### src/logic/eptr_pkg.sv
package eptr_pkg;
  // register offsets on the serial control port (byte addresses)
  localparam logic [7:0] EMPH_OFFS = 8'h77;
  localparam logic [7:0] TXADJ_OFFS = 8'h78;
  localparam logic [7:0] RXADJ_OFFS = 8'h79;
  // hardware defaults, used when no factory value is present
  localparam logic [7:0] EMPH_RST = 8'h00;
  localparam logic [7:0] TXADJ_RST = 8'h0b;
  localparam logic [7:0] RXADJ_RST = 8'h60;
  // field positions
  localparam int EMPH_LVL_LSB = 5;
  localparam int EMPH_WID_LSB = 3;
  localparam int CHG_DET_BIT = 0;
  localparam int AUTORES_DIS_BIT = 6;
  localparam int EDGE_LSB = 3;
  localparam int SWING_LSB = 0;
  localparam int IDLE_LSB = 4;
  localparam int EQ_LSB = 0;
  // register count and index
  localparam int NREG = 3;
  localparam logic [1:0] IDX_EMPH = 2'h0;
  localparam logic [1:0] IDX_TXADJ = 2'h1;
  localparam logic [1:0] IDX_RXADJ = 2'h2;
  // charger detection sequence
  typedef enum logic [1:0] {
    EPTR_IDLE = 2'h0,
    EPTR_DETECT = 2'h1,
    EPTR_PULLUP = 2'h3
  } eptr_chg_t;
endpackage

### src/logic/eptr_reg_cell.sv
`timescale 1ns/1ns
// one byte register with factory-value load after reset release
module eptr_reg_cell (
  input wire logic clk, // system clock
  input wire logic rst, // async reset, active high
  input wire logic [7:0] hw_default, // hardware default value
  input wire logic load_en, // one-cycle factory load strobe
  input wire logic otp_valid, // factory value present
  input wire logic [7:0] otp_value, // factory value
  input wire logic wr_en, // software write strobe
  input wire logic [7:0] wr_data, // software write data
  output logic [7:0] value // current register value
);
  logic [7:0] val_q;
  logic [7:0] val_d;
  logic seeded_q;
  logic seeded_d;

  // software write wins over the load strobe only after seeding
  always_comb
  begin
    val_d = val_q;
    seeded_d = seeded_q;
    if (load_en && !seeded_q)
    begin
      val_d = otp_valid ? otp_value : hw_default;
      seeded_d = 1'b1;
    end
    else if (wr_en)
    begin
      val_d = wr_data;
    end
  end

  // async reset takes constants only; default is re-applied at load
  always_ff @(posedge clk or posedge rst)
  begin
    if (rst)
    begin
      val_q <= 8'h00;
      seeded_q <= 1'b0;
    end
    else
    begin
      val_q <= val_d;
      seeded_q <= seeded_d;
    end
  end

  assign value = val_q;
endmodule

### src/logic/eptr_tuning_regs.sv
`timescale 1ns/1ns
// What this block does
// bits 7..5 of the emphasis register hold the pre-emphasis level, reset code 0 meaning none.
// bits 4..3 of the emphasis register hold the pre-emphasis width, reset code 0.
// bit 0 of the emphasis register enables charger detection in peripheral mode, reset 0.
// a detection attempt starts only with the enable set and a connect announced by the host processor.
// when a detection attempt finishes the upstream pull-up is switched on.
// bit 6 of the transmit adjust register disables auto-resume when one, reset 0.
// bits 4..3 of the transmit adjust register hold the edge rate, reset code 1.
// bits 2..0 of the transmit adjust register hold the swing code, reset code 3.
// bits 6..4 of the receive adjust register hold the idle threshold, reset code 6.
// bits 3..0 of the receive adjust register hold the equalizer level, reset code 0.
// emphasis at 77h, transmit adjust at 78h with reset 0bh, receive adjust at 79h.
// after reset each register loads its factory value when present, else its default.
// reads return the last written or loaded value, and writes reach the controls one cycle after the register updates.
module eptr_tuning_regs (
  input wire logic clk, // 25 MHz system clock
  input wire logic rst, // async reset, active high
  input wire logic reg_wr, // register write strobe
  input wire logic reg_rd, // register read strobe
  input wire logic [7:0] reg_addr, // register byte offset
  input wire logic [7:0] reg_wdata, // write data
  input wire logic [2:0] otp_valid, // factory value present, per register
  input wire logic [23:0] otp_data, // factory values, register 0 in low byte
  input wire logic peripheral_mode, // repeater acting as peripheral
  input wire logic connect_announce, // host processor announced connect
  input wire logic detect_done, // charger detection attempt complete
  output logic [7:0] reg_rdata, // read data
  output logic reg_hit, // read addressed one of the registers
  output logic [2:0] tx_emphasis_level, // pre-emphasis level
  output logic [1:0] tx_emphasis_width, // pre-emphasis width
  output logic charger_detect_on, // charger detection enable bit
  output logic autoresume_off, // auto-resume disable
  output logic [1:0] tx_edge_speed, // transmit edge rate
  output logic [2:0] tx_swing_code, // transmit swing
  output logic [2:0] rx_idle_threshold, // receive idle threshold
  output logic [3:0] rx_equalizer_level, // receive equalizer
  output logic detect_run, // charger detection attempt running
  output logic pullup_on // upstream pull-up enable
);
  logic [7:0] regs [eptr_pkg::NREG];
  logic [7:0] defaults [eptr_pkg::NREG];
  logic [7:0] offsets [eptr_pkg::NREG];
  logic load_q;
  logic load_d;
  logic [7:0] rdata_d;
  logic hit_d;
  eptr_pkg::eptr_chg_t chg_q;
  eptr_pkg::eptr_chg_t chg_d;
  logic charger_en_w;
  logic run_d;
  logic pull_d;
  logic [2:0] level_d;
  logic [1:0] width_d;
  logic chg_on_d;
  logic resume_off_d;
  logic [1:0] edge_d;
  logic [2:0] swing_d;
  logic [2:0] idle_d;
  logic [3:0] eq_d;

  // per-register tables
  assign defaults[eptr_pkg::IDX_EMPH] = eptr_pkg::EMPH_RST;
  assign defaults[eptr_pkg::IDX_TXADJ] = eptr_pkg::TXADJ_RST;
  assign defaults[eptr_pkg::IDX_RXADJ] = eptr_pkg::RXADJ_RST;
  assign offsets[eptr_pkg::IDX_EMPH] = eptr_pkg::EMPH_OFFS;
  assign offsets[eptr_pkg::IDX_TXADJ] = eptr_pkg::TXADJ_OFFS;
  assign offsets[eptr_pkg::IDX_RXADJ] = eptr_pkg::RXADJ_OFFS;
  assign charger_en_w = regs[eptr_pkg::IDX_EMPH][eptr_pkg::CHG_DET_BIT];

  // factory load strobe fires once, first edge after reset release
  always_comb
  begin
    load_d = 1'b0;
  end

  // load_q is 1 out of reset and drops after one cycle
  always_ff @(posedge clk or posedge rst)
  begin
    if (rst)
    begin
      load_q <= 1'b1;
    end
    else
    begin
      load_q <= load_d;
    end
  end

  // one cell per register; reserved bits stored too
  genvar gi;
  generate
    for (gi = 0; gi < eptr_pkg::NREG; gi++)
    begin : g_reg
      eptr_reg_cell u_cell (
        .clk(clk),
        .rst(rst),
        .hw_default(defaults[gi]),
        .load_en(load_q),
        .otp_valid(otp_valid[gi]),
        .otp_value(otp_data[8*gi +: 8]),
        .wr_en(reg_wr && (reg_addr == offsets[gi])),
        .wr_data(reg_wdata),
        .value(regs[gi])
      );
    end
  endgenerate

  // read mux; unmapped offsets read zero with hit low
  always_comb
  begin
    rdata_d = 8'h00;
    hit_d = 1'b0;
    for (int i = 0; i < eptr_pkg::NREG; i++)
    begin
      if (reg_rd && (reg_addr == offsets[i]))
      begin
        rdata_d = regs[i];
        hit_d = 1'b1;
      end
    end
  end

  // charger detection: gated by enable, peripheral mode and connect
  always_comb
  begin
    chg_d = chg_q;
    case (chg_q)
      eptr_pkg::EPTR_IDLE:
      begin
        if (charger_en_w && peripheral_mode && connect_announce)
        begin
          chg_d = eptr_pkg::EPTR_DETECT;
        end
      end
      eptr_pkg::EPTR_DETECT:
      begin
        if (detect_done)
        begin
          chg_d = eptr_pkg::EPTR_PULLUP;
        end
        else if (!charger_en_w)
        begin
          chg_d = eptr_pkg::EPTR_PULLUP;
        end
      end
      eptr_pkg::EPTR_PULLUP:
      begin
        // pull-up held until the host withdraws the connect
        if (!connect_announce)
        begin
          chg_d = eptr_pkg::EPTR_IDLE;
        end
      end
      default:
      begin
        chg_d = eptr_pkg::EPTR_IDLE;
      end
    endcase
    // status outputs follow the next state, so they line up with chg_q
    run_d = (chg_d == eptr_pkg::EPTR_DETECT);
    pull_d = (chg_d == eptr_pkg::EPTR_PULLUP);
  end

  // read path: data and hit stand for one cycle after the strobe
  always_ff @(posedge clk or posedge rst)
  begin
    if (rst)
    begin
      reg_rdata <= 8'h00;
      reg_hit <= 1'b0;
    end
    else
    begin
      reg_rdata <= rdata_d;
      reg_hit <= hit_d;
    end
  end

  // detection state and its two status outputs
  always_ff @(posedge clk or posedge rst)
  begin
    if (rst)
    begin
      chg_q <= eptr_pkg::EPTR_IDLE;
      detect_run <= 1'b0;
      pullup_on <= 1'b0;
    end
    else
    begin
      chg_q <= chg_d;
      detect_run <= run_d;
      pullup_on <= pull_d;
    end
  end

  // field next values; the extra stage keeps outputs on flops at the cost of one cycle
  always_comb
  begin
    level_d = regs[eptr_pkg::IDX_EMPH][eptr_pkg::EMPH_LVL_LSB +: 3];
    width_d = regs[eptr_pkg::IDX_EMPH][eptr_pkg::EMPH_WID_LSB +: 2];
    chg_on_d = charger_en_w;
    resume_off_d = regs[eptr_pkg::IDX_TXADJ][eptr_pkg::AUTORES_DIS_BIT];
    edge_d = regs[eptr_pkg::IDX_TXADJ][eptr_pkg::EDGE_LSB +: 2];
    swing_d = regs[eptr_pkg::IDX_TXADJ][eptr_pkg::SWING_LSB +: 3];
    idle_d = regs[eptr_pkg::IDX_RXADJ][eptr_pkg::IDLE_LSB +: 3];
    eq_d = regs[eptr_pkg::IDX_RXADJ][eptr_pkg::EQ_LSB +: 4];
  end

  // field copies follow the cells one cycle late; zero in reset since cells are not seeded yet
  always_ff @(posedge clk or posedge rst)
  begin
    if (rst)
    begin
      tx_emphasis_level <= 3'h0;
      tx_emphasis_width <= 2'h0;
      charger_detect_on <= 1'b0;
      autoresume_off <= 1'b0;
      tx_edge_speed <= 2'h0;
      tx_swing_code <= 3'h0;
      rx_idle_threshold <= 3'h0;
      rx_equalizer_level <= 4'h0;
    end
    else
    begin
      tx_emphasis_level <= level_d;
      tx_emphasis_width <= width_d;
      charger_detect_on <= chg_on_d;
      autoresume_off <= resume_off_d;
      tx_edge_speed <= edge_d;
      tx_swing_code <= swing_d;
      rx_idle_threshold <= idle_d;
      rx_equalizer_level <= eq_d;
    end
  end
endmodule

### config.mk
export PLATFORM = sky130hd
export DESIGN_NAME = eptr_tuning_regs
export DESIGN_NICKNAME = d
export VERILOG_FILES = /design/src/logic/eptr_pkg.sv /design/src/logic/eptr_reg_cell.sv /design/src/logic/eptr_tuning_regs.sv
export SDC_FILE = /design/constraint.sdc
export NUM_CORES = 1
export LEC_CHECK = 0
export BUFFER_PORTS_ARGS = -buffer_cell sky130_fd_sc_hd__clkbuf_2
export CAP_MARGIN = 15
export CORE_UTILIZATION = 45
export DETAILED_ROUTE_END_ITERATION = 10
export GPL_TIMING_DRIVEN = 0
export PLACE_DENSITY = 0.72
export SLEW_MARGIN = 25
export SYNTH_ARGS = -nofsm -noshare
export SYNTH_HDL_FRONTEND = slang
export SYNTH_SLANG_ARGS = --single-unit
export TNS_END_PERCENT = 10
### constraint.sdc
create_clock -name clk -period 2.05 [get_ports clk]
set_input_delay 0.41 -clock clk [delete_from_list [all_inputs] [get_ports clk]]
set_output_delay 0.41 -clock clk [all_outputs]
set_load 0.02 [all_outputs]
==> run summary <==
* 350 — Nets
* 76.8 um — die boundary width
* 59.7% — proportion of synthesized chip area in sequential cells
* 2.25 ns — CP required
* 0.33 ns — clock latency on the worst-skew pair
* 0 — final setup fails
* 0 — initial antenna violation count
* 0 — gr ovfl total
* 32 — number of distinct standard cells referenced by the synthesized netlist
* finished clean — outcome
* 0 — number of post-CTS setup repair buffers
* 1.49 ns — final critical path time including I/O delays and setup
* 258 — net count after synthesis
* 77 — starting DRC count in detailed routing
* 3030 um2 — DP Area
* 0 — antenna diode instance count
* false — setup repair after global routing missed its margin
* 60.9% — Layout Utilization
* clkbuf_2 — commonest non-fill, non-tap cell in the layout
* 0.435 mV — VDD IR max
* 36.5% — fraction of layout instances using a drive strength above 1
* 0 — max-slew violations
* 358 — number of cells in the design after placement
* 0 — Final Hold Viols
* 0 — number of max-capacitance violations reported
* 2 — Max clock buf depth
* 5.03 — vias per std cell
* 51 — largest net degree at the start of global routing
* 26 — row count
* 3 — H-tree lvl count
* primary input to flip-flop — worst min-delay path class
* flip-flop to flip-flop — category of the critical setup timing path
* 72.6% — share of the clock period used by the worst path after layout
* 19.6% — overall global routing resource usage
* 4.03 mm — placed wire-length estimate
* 0.562 ns — Worst Slack Setup Final
* 0.00844 ns — Setup Skew
* 5900 um2 — die area
* flip-flop — critical path startpoint category
* 1802 — via count of the first global-routing pass
* 9 — number of clock buffers inserted by TritonCTS
* flip-flop — critical path capture point type
* 4 — TritonRoute pass-1 iters
* 5240 um2 — core area
* 0 — number of warnings printed during yosys synthesis
* 14.1 um — DR WL/cell
* 5.29 mm — Routed WL
* 672 MHz — maximum achievable frequency
* clkbuf_2 (80), dfrtp_1 (59), mux2i_1 (32) — most frequent cells in the layout
* 208 — synthesized instance count
* 48.1% — initial core utilization
* 374 — filler-free cell count of the finished design
* 3190 um2 — Design Area, Final
* 12.1 um2 — mean cell area of the mapped netlist
* 0 — drt drc
* 60 — sinks on the clock net
* 0.06 ns — Clock transition at path regs
* 1.68 nW — static leakage power
* 808 nW/um2 — Power Dens Cells
* 79 — IO Port Bufs
* 2520 um2 — Netlist Area Pre-Place
* 76.8 um — height of the die
* 10 — peak fanout along the critical path
* 26.7% — Area Growth Syn to Fin
* 1.69 ns — Worst EP arrival
* 0 — antenna viol nets, final
* 1881 — number of vias after detailed routing
* 0.482 ns — worst setup slack after placement
* 2.58 mW — post-layout power
* 0.793 — gpl congestion
* 60 — register bit total from synthesis
* 80 — boundary pin count
* clkbuf_8 — buffer cell driving the clock tree root
* built — clock tree from TritonCTS
* 8.66 mm — wire length of the first global-routing pass
state kept, by name (all words and copies together), names as in the netlist:
name,flops
g.u_cell.value,24
reg_rdata,8
rx_equalizer_level,4
g.u_cell.seeded_q,3
rx_idle_threshold,3
tx_emphasis_level,3
tx_swing_code,3
chg_q,2
tx_edge_speed,2
tx_emphasis_width,2
autoresume_off,1
charger_detect_on,1
detect_run,1
load_q,1
pullup_on,1
reg_hit,1
layer usage:
| layer | up-vias | routed length [um] | GRT usage [%] |
|---|---|---|---|
| li1 | 926 | - | - |
| met1 | 877 | 2400 | 25.8 |
| met2 | 65 | 2480 | 30.1 |
| met3 | 13 | 294 | 3.81 |
| met4 | 0 | 118 | 11.5 |
| met5 | - | 0 | 0 |
power by group:
part / switching, mW / total, mW / internal [mW]
Sequential: 0.0683 / 1.37 / 1.30
Combinational: 0.220 / 0.372 / 0.152
Clock: 0.407 / 0.833 / 0.426
critical path, cell delays in order (launching register included):
cell	delay, ns
dfstp_2	0.58
nand2b_1	0.06
buf_2	0.15
buf_4	0.17
nand2_1	0.07
mux2i_1	0.06
a221o_1	0.27
stage by stage:
step | hold slack, ns | TNS [ns]
after floorplan | 0.373 | 0
after global placement | 0.381 | -29.70
after detailed placement | 0.323 | 0
after CTS | 0.315 | 0
after global routing | 0.320 | 0
final | 0.318 | 0
path summary, 6_finish.rpt:
| check | cells past startpoint | slack (ns) | start | end |
|---|---|---|---|---|
| setup / recovery | 6 | 0.56 | load_q | g_reg[0].u_cell.value[3] |
| setup reg to reg | 6 | 0.56 | load_q | g_reg[0].u_cell.value[3] |
| max in group asynchronous | 4 | 0.99 | rst | load_q |
| hold reg to reg | 0 | 0.40 | g_reg[2].u_cell.value[0] | rx_equalizer_level[0] |
| hold / removal | 2 | 0.32 | otp_data[0] | g_reg[0].u_cell.value[0] |
| min in group asynchronous | 3 | 0.53 | rst | autoresume_off |
area by class of cell:
| cell class | count | area [um2] |
|---|---|---|
| Sequential cell | 60 | 1500 |
| Timing Repair Buffer | 81 | 433 |
| Clock inverter | 3 | 15.0 |
| Fill cell | 453 | 2050 |
| Tap cell | 70 | 87.6 |
| Clock buffer | 12 | 135 |
| Buffer | 12 | 76.3 |
| Multi-Input combinational cell | 133 | 928 |
| Inverter | 3 | 13.8 |
cells by family after synthesis:
group                  share of synthesized area [%]
multiplexers                                    12.7
flip-flops                                      59.7
buffers and inverters                           3.48
AO/OA/AOI/OAI                                   11.8
other                                          0.149
AND/OR/NAND/NOR                                 12.2
cells in the mapped netlist:
master	number	area (um2)
mux2i_1	32	320
clkbuf_1	1	3.75
o21ai_0	10	50.1
dfstp_2	1	26.3
inv_1	3	11.3
buf_6	2	22.5
a21oi_1	30	150
clkbuf_4	1	7.51
buf_4	2	15.0
nor2_1	3	11.3
buf_1	2	7.51
clkbuf_2	1	5.00
a211oi_1	1	7.51
nand4_4	1	21.3
and3_1	1	6.26
nor2b_1	1	6.26
nor3b_4	1	18.8
or2_2	3	18.8
o211a_1	1	10.0
and2_1	1	6.26
and4b_1	2	20.0
nand2_1	17	63.8
nand2_4	1	11.3
dfrtp_1	59	1480
nand3_1	9	45.0
conb_1	1	3.75
nand4b_2	1	15.0
buf_2	3	15.0
nand2b_1	3	18.8
a221o_1	8	80.1
nor2_2	1	6.26
nor3b_1	5	37.5
repair_timing:
item / 4_1_cts / 5_1_grt
resized for setup: 0 / 0
hold buffers: 1 / 0
hold endpoints to repair: 10 / 0
No activity file was read; power rests on OpenSTA's default activity.
